--- src/rtl/cwd_pkg.sv ---
// Shared constants and types for the crystal-clocked watchdog
package cwd_pkg;

    localparam logic [7:0] CWD_ADDR_CTRL = 8'hC0;

    localparam int CWD_BIT_WR   = 0;
    localparam int CWD_BIT_EN   = 1;
    localparam int CWD_BIT_FLAG = 2;
    localparam int CWD_BIT_RESP = 3;
    localparam int CWD_PRE_LSB  = 4;
    localparam int CWD_PRE_MSB  = 7;

    localparam logic [3:0] CWD_PRE_RST  = 4'h7;
    localparam logic [3:0] CWD_PRE_MAXT = 4'h7;
    localparam logic [3:0] CWD_PRE_AUTO = 4'h8;
    localparam logic [3:0] CWD_PRE_DL   = 4'h9;
    localparam logic       CWD_EN_RST   = 1'b1;
    localparam logic       CWD_RESP_RST = 1'b0;

    // Crystal rate and the longest timeout; shorter ones halve from it
    localparam int CWD_XTAL_HZ     = 32768;
    localparam int CWD_T_MAX_S     = 2;
    localparam int CWD_TICKS_MAX   = CWD_T_MAX_S * CWD_XTAL_HZ;
    localparam int CWD_TICKS_MIN   = CWD_TICKS_MAX >> 7;
    localparam logic [16:0] CWD_TICKS_MIN_W = 17'(CWD_TICKS_MIN);

    typedef struct packed {
        logic [3:0] pre;
        logic       resp;
        logic       flag;
        logic       en;
        logic       armed;
        logic [7:0] rdata;
        logic       rst_o;
        logic       dl_o;
        logic       irq_o;
    } cwd_state_t;

    typedef struct packed {
        logic [15:0] cnt;
        logic        expire;
    } cwd_cnt_state_t;

    // Low counter bits that must all be ones at the last tick of a period
    function automatic logic [15:0] cwd_pre_mask(input logic [3:0] pre);
        logic [16:0] m;
        m = (CWD_TICKS_MIN_W << pre) - 17'h0_0001;
        return m[15:0];
    endfunction : cwd_pre_mask

endpackage : cwd_pkg

--- src/rtl/cwd_cnt_if.sv ---
// Link between the watchdog control logic and its tick counter
`timescale 1ns/1ps
`default_nettype none
interface cwd_cnt_if;
    logic       clear;
    logic       run;
    logic       tick;
    logic [3:0] pre;
    logic       expire;

    modport ctl (output clear, output run, output tick, output pre,
                 input expire);
    modport cnt (input clear, input run, input tick, input pre,
                 output expire);
endinterface : cwd_cnt_if
`default_nettype wire

--- src/rtl/cwd_counter.sv ---
// Sixteen-bit crystal-tick counter with selectable expiry bit
`timescale 1ns/1ps
`default_nettype none
module cwd_counter (
    input  wire logic ref_clk,
    input  wire logic resetn,
    cwd_cnt_if.cnt    c
);
    import cwd_pkg::*;

    cwd_cnt_state_t st_ff;
    cwd_cnt_state_t nxt_st;

    always_comb begin
        nxt_st = st_ff;
        nxt_st.expire = 1'b0;
        if (c.clear || !c.run) begin
            nxt_st.cnt = 16'h0000;
        end else if (c.tick) begin
            nxt_st.cnt = st_ff.cnt + 16'h0001;
            // Period ends when the selected low bits roll over
            if (c.pre <= CWD_PRE_MAXT &&
                (st_ff.cnt & cwd_pre_mask(c.pre)) == cwd_pre_mask(c.pre)) begin
                nxt_st.expire = 1'b1;
            end
        end
    end

    always_ff @(posedge ref_clk or negedge resetn) begin
        if (!resetn) begin
            st_ff <= '0;
        end else begin
            st_ff <= nxt_st;
        end
    end

    assign c.expire = st_ff.expire;
endmodule : cwd_counter
`default_nettype wire

--- src/rtl/cwd_watchdog.sv ---
// Watchdog control register, write guard, protection and expiry response
`timescale 1ns/1ps
`default_nettype none
module cwd_watchdog (
    input  wire logic       ref_clk,
    input  wire logic       resetn,
    input  wire logic [7:0] sfr_addr,
    input  wire logic       sfr_wr,
    input  wire logic [7:0] sfr_wdata,
    input  wire logic       sfr_rd,
    output logic      [7:0] sfr_rdata,
    input  wire logic       instr_end,
    input  wire logic       xtal_tick,
    input  wire logic       flash_prot_n,
    output logic            wdt_reset,
    output logic            wdt_download,
    output logic            wdt_irq
);
    import cwd_pkg::*;

    cwd_state_t st_ff;
    cwd_state_t nxt_st;
    cwd_cnt_if  cif ();
    logic       hit_wr;
    logic       hit_rd;
    logic       prot;
    logic       imm;
    logic       clear_c;

    // A strobe is for this block only at the control register address
    function automatic logic ctrl_hit(input logic       strobe,
                                      input logic [7:0] addr);
        return strobe && (addr == CWD_ADDR_CTRL);
    endfunction : ctrl_hit

    cwd_counter u_counter (
        .ref_clk (ref_clk),
        .resetn  (resetn),
        .c       (cif.cnt)
    );

    assign hit_wr = ctrl_hit(sfr_wr, sfr_addr);
    assign hit_rd = ctrl_hit(sfr_rd, sfr_addr);
    assign prot   = !flash_prot_n;
    // Codes 8 and 9 fire without waiting for the counter
    assign imm    = st_ff.en &&
                    (st_ff.pre == CWD_PRE_AUTO || st_ff.pre == CWD_PRE_DL);

    always_comb begin
        nxt_st = st_ff;
        nxt_st.rst_o = 1'b0;
        nxt_st.dl_o  = 1'b0;
        nxt_st.irq_o = 1'b0;
        nxt_st.rdata = 8'h00;
        clear_c      = 1'b0;

        if (hit_rd) begin
            nxt_st.rdata = {st_ff.pre, st_ff.resp, st_ff.flag,
                            st_ff.en, st_ff.armed};
        end

        if (hit_wr && st_ff.armed) begin
            nxt_st.pre   = sfr_wdata[CWD_PRE_MSB:CWD_PRE_LSB];
            nxt_st.resp  = sfr_wdata[CWD_BIT_RESP];
            nxt_st.flag  = st_ff.flag & sfr_wdata[CWD_BIT_FLAG];
            nxt_st.en    = sfr_wdata[CWD_BIT_EN];
            nxt_st.armed = 1'b0;
            if (sfr_wdata[CWD_BIT_EN]) begin
                clear_c = 1'b1;
            end
        end else if (hit_wr) begin
            // Unarmed writes may only arm the guard
            nxt_st.armed = sfr_wdata[CWD_BIT_WR];
        end else if (instr_end && st_ff.armed) begin
            nxt_st.armed = 1'b0;
        end

        if (prot) begin
            nxt_st.en   = 1'b1;
            nxt_st.resp = 1'b0;
        end

        // Hardware set wins over a software clear in the same cycle
        if (cif.expire || imm) begin
            nxt_st.flag = 1'b1;
        end

        if ((cif.expire && !st_ff.resp) || imm) begin
            nxt_st.rst_o = 1'b1;
            nxt_st.dl_o  = imm && (st_ff.pre == CWD_PRE_DL);
            // Watchdog reset restores defaults but keeps the flag
            nxt_st.pre   = CWD_PRE_RST;
            nxt_st.en    = CWD_EN_RST;
            nxt_st.resp  = CWD_RESP_RST;
            nxt_st.armed = 1'b0;
            clear_c      = 1'b1;
        end else if (cif.expire) begin
            nxt_st.irq_o = 1'b1;
        end
    end

    always_ff @(posedge ref_clk or negedge resetn) begin
        if (!resetn) begin
            st_ff       <= '0;
            st_ff.pre   <= CWD_PRE_RST;
            st_ff.en    <= CWD_EN_RST;
            st_ff.resp  <= CWD_RESP_RST;
        end else begin
            st_ff <= nxt_st;
        end
    end

    assign cif.clear = clear_c;
    assign cif.run   = st_ff.en;
    assign cif.tick  = xtal_tick;
    assign cif.pre   = st_ff.pre;

    assign sfr_rdata    = st_ff.rdata;
    assign wdt_reset    = st_ff.rst_o;
    assign wdt_download = st_ff.dl_o;
    assign wdt_irq      = st_ff.irq_o;
endmodule : cwd_watchdog
`default_nettype wire

--- config.mk ---
export PLATFORM = sky130hd
export DESIGN_NAME = cwd_watchdog
export DESIGN_NICKNAME = d
export VERILOG_FILES = /design/src/rtl/cwd_pkg.sv /design/src/rtl/cwd_cnt_if.sv /design/src/rtl/cwd_counter.sv /design/src/rtl/cwd_watchdog.sv
export SDC_FILE = /design/constraint.sdc
export NUM_CORES = 1
export LEC_CHECK = 0
export ABC_AREA = 1
export ABC_CLOCK_PERIOD_IN_PS = 1700
export BUFFER_PORTS_ARGS = -buffer_cell sky130_fd_sc_hd__buf_2
export CAP_MARGIN = 20
export CORE_ASPECT_RATIO = 1.1
export CORE_UTILIZATION = 35
export CTS_CLUSTER_DIAMETER = 80
export DETAILED_ROUTE_END_ITERATION = 8
export PLACE_DENSITY = 0.6
export SYNTH_ARGS = -nofsm -noshare
export SYNTH_HDL_FRONTEND = slang
export SYNTH_SLANG_ARGS = --single-unit
--- constraint.sdc ---
create_clock -name ref_clk -period 1.7 [get_ports ref_clk]
set_clock_uncertainty 0.15 [all_clocks]
set_input_delay 0.34 -clock ref_clk [delete_from_list [all_inputs] [get_ports ref_clk]]
set_output_delay 0.34 -clock ref_clk [all_outputs]
set_load 0.005 [all_outputs]
==> results.toml <==
[place]
pre_cts_slack_ps = -19.98
dp.cells = 332
port_buffers = 33
dp_hpwl_um = 2893
place.gp.congestion = 0.7666

[clock_tree]
cts_inserted_buffers = 5
clock-root-buffer = "clkbuf_8"
htreeDepth = 2
worstSkewPairLatency_ps = 290
clock-sinks = 36
tritoncts = "done"
clock_path_buffers = 2
clk_pin_slew_worst_paths_ps = 70

[setup_path]
cpMostUsedCell = "nor2_1"
max_stage_delay_ps = 410
cp.required_ps = 1780
worstSetupPathType = "reg -> reg"
critical_path.cell_chain = "nor2_4, nand3_2, ha_4, buf_4, xor2_1, nor2_1, nor2_1, nand2_1, nor2_2"
end_kind = "flip-flop"
critPathMaxFanout = 4
worstPathArrival_ps = 1740
critPathLaunchType = "flip-flop"
cp_slowest_cell = "dfrtp_1"

[pwr]
power.internal_mw = 1.362
power_leakage_nw = 1.213
seqPwrFrac_pct = 53.2
powerDensity_mw_per_mm2 = 779.9
combPwrFrac_pct = 12.9
net-switching-power_mw = 0.4856
swShare_pct = 26.29
ir_drop_v = 0.0003615
pwr-share-clk_pct = 33.9

[timing]
period_needed_ps = 1664
rsz0062_at_grt = "true"
setup_ws_ps = 35.54
tightest_slew_ps = 273.9
slew_headroom_pct = 81.69
fin_crit_sh_pct = 97.91
final-hold-violation-count = 0
max_freq_ghz = 0.6008
report.final.slew_viol_count = 0
setup_viol = 0

[cells_and_area]
finalNonFillerCells = 344
areaGrowthSynthToFinish_pct = 26.20
diodes = 0
fin_nets = 310
fillerInstances = 511
drive_gt1_share_pct = 31.82

[synth]
ys_warn_count = 0
netlist_top_cells_area = "dfrtp_1, nor2_1, nand2_1"
netlist_area_mm2 = 0.001877
avgSynthCellArea_um2 = 8.055
synth_top_cell_by_area = "dfrtp_1"
syn-num-nets = 258
ys_seq_area_share_pct = 48.27
syn_inst = 233
synth_cell_types = 25
synth-seq-cells = 36
synth_top_area_share_pct = 42.67

[global_routing]
track_usage_pct = 15.27
grt_max_degree = 37
antenna_found_initial = 0
grt_pass1_vias = 1517
globalRouteOverflowTotal = 0
grt_pass1_wl_um = 6610

[floorplanning]
start_util_pct = 37.04
coreArea_mm2 = 0.005067
dieArea_mm2 = 0.005659
rows = 27
die_w_um = 71.82
ioPinCount = 34
chipHeight_um = 78.80

[detailed_routing]
vias_per_cell = 4.663
vias = 1604
ant_nets = 0
wirelength_um = 3932
wl_per_cell_um = 11.43
firstDrtPassIters = 4
drc = 0
drt-initial-drc-count = 52

[worst_hold_path]
hold_path.class = "in -> reg"

[job]
max-cap-violations = 0

[outcome]
status = "finished clean"
-- critical path, delay by kind of cell, from the launching register on --
kind / cells / cell delay, ps
DFF: 1 / 410
and+or+nand+nor: 6 / 590
adders and majority gates: 1 / 180
xor gates and xnor gates: 1 / 150
buffers and inverters: 1 / 130
-- placed cells by master (no fill, tap or decap), types with 2 or more instances in the layout --
master / Yosys / layout
nand2_1: 48 / 46
nor2_1: 49 / 45
buf_2: 0 / 33
dfrtp_1: 32 / 32
inv_1: 22 / 20
buf_4: 8 / 18
nand3_1: 15 / 14
o21ai_0: 14 / 10
xor2_1: 8 / 8
nor2_2: 5 / 7
clkbuf_8: 0 / 6
inv_2: 3 / 5
o21ai_1: 0 / 4
nand4_1: 4 / 4
dfstp_2: 4 / 4
nor2_4: 1 / 3
nand2_2: 1 / 3
nor3_1: 4 / 3
a21oi_1: 3 / 3
nand3_2: 1 / 2
xnor2_1: 2 / 2
clkinv_2: 0 / 2
-- flip-flops by register name (all words and copies together) (netlist names) --
| name | count |
|---|---|
| wdt_irq | 1 |
| cif.run | 1 |
| sfr_rdata | 8 |
| st_ff | 3 |
| u_counter.st_ff | 16 |
| cif.pre | 4 |
| u_counter.c.expire | 1 |
| wdt_download | 1 |
| wdt_reset | 1 |
-- stage by stage --
step	setup TNS (ps)	instance area (um^2)	util [%]	hold WS, ps	power (mW)
global placement	0	2183	43.09	168.4	1.224
finish	0	2369	46.74	99.68	1.847
global route	-203.5	2369	46.74	129.9	1.958
CTS	-6.745	2288	45.16	90.38	1.872
detailed placement	-19.98	2183	43.09	166.8	1.231
floorplan	0	1877	-	-105.6	1.127
-- cells in the mapped netlist, drive strengths merged --
master and count:
nand3 16, a31oi 2, nand2 51, xor2 8, dfstp 4, nor3 4, xnor2 2, dfrtp 32
buf 9, o21ai 14, a21oi 3, inv 25, and2 1, o211ai 1, nand4 4, ha 2
nor2 55
-- path summary, 6_finish.rpt --
path	slack [ps]	cells after the start	end	startpoint
max reg2reg	40	9	u_counter.c.expire	cif.pre[3]
max in group asynchronous	770	3	cif.pre[1]	resetn
min	100	2	cif.run	flash_prot_n
max	40	9	u_counter.c.expire	cif.pre[3]
min in group asynchronous	380	3	sfr_rdata[0]	resetn
min reg2reg	340	2	sfr_rdata[2]	st_ff[13]
-- layer usage --
metal / global-route usage (%) / up-vias / wire length (um)
li1: - / 823 / -
met5: 0 / - / 0
met4: 7.059 / 0 / 79
met2: 26.51 / 20 / 1999
met1: 18.04 / 753 / 1760
met3: 3.046 / 8 / 93
-- power by group through the flow --
stage / clock [mW] / combinational, mW / sequential [mW]
after CTS: 0.654 / 0.235 / 0.984
after detailed placement: 0 / 0.232 / 1.00
after global placement: 0 / 0.228 / 0.996
after floorplan: 0 / 0.139 / 0.988
after global routing: 0.690 / 0.275 / 0.993
final: 0.626 / 0.238 / 0.983
-- kinds of logic (layout without fill, tap and decap cells) --
kind of cell,after synthesis,in the layout,synth area share [%]
xor gates and xnor gates,10,10,4.667
AOI/OAI and AO/OA,20,20,6.400
adders and majority gates,2,2,1.333
buffers and inverters,34,87,8.800
DFF,36,36,48.27
and+or+nand+nor,131,131,30.53
-- area by class of cell --
type | instances | area, um^2 | share of cell area [%]
clock buffer | 6 | 82.58 | 3.487
tap | 58 | 72.57 | 3.064
timing repair buffer | 54 | 341.6 | 14.42
sequential | 36 | 905.9 | 38.25
multi-input combinational | 163 | 862.1 | 36.40
inverter | 25 | 93.84 | 3.962
clock inverter | 2 | 10.01 | 0.4226
-- timing repair --
action,in CTS,in global routing
resized for setup,1,19
pin swaps,0,11
endpoints found under the setup margin,1,19
endpoints found under the hold margin,32,0
hold buffers,1,0
buffers inserted,0,3
Power figures use the tool's default switching activity.
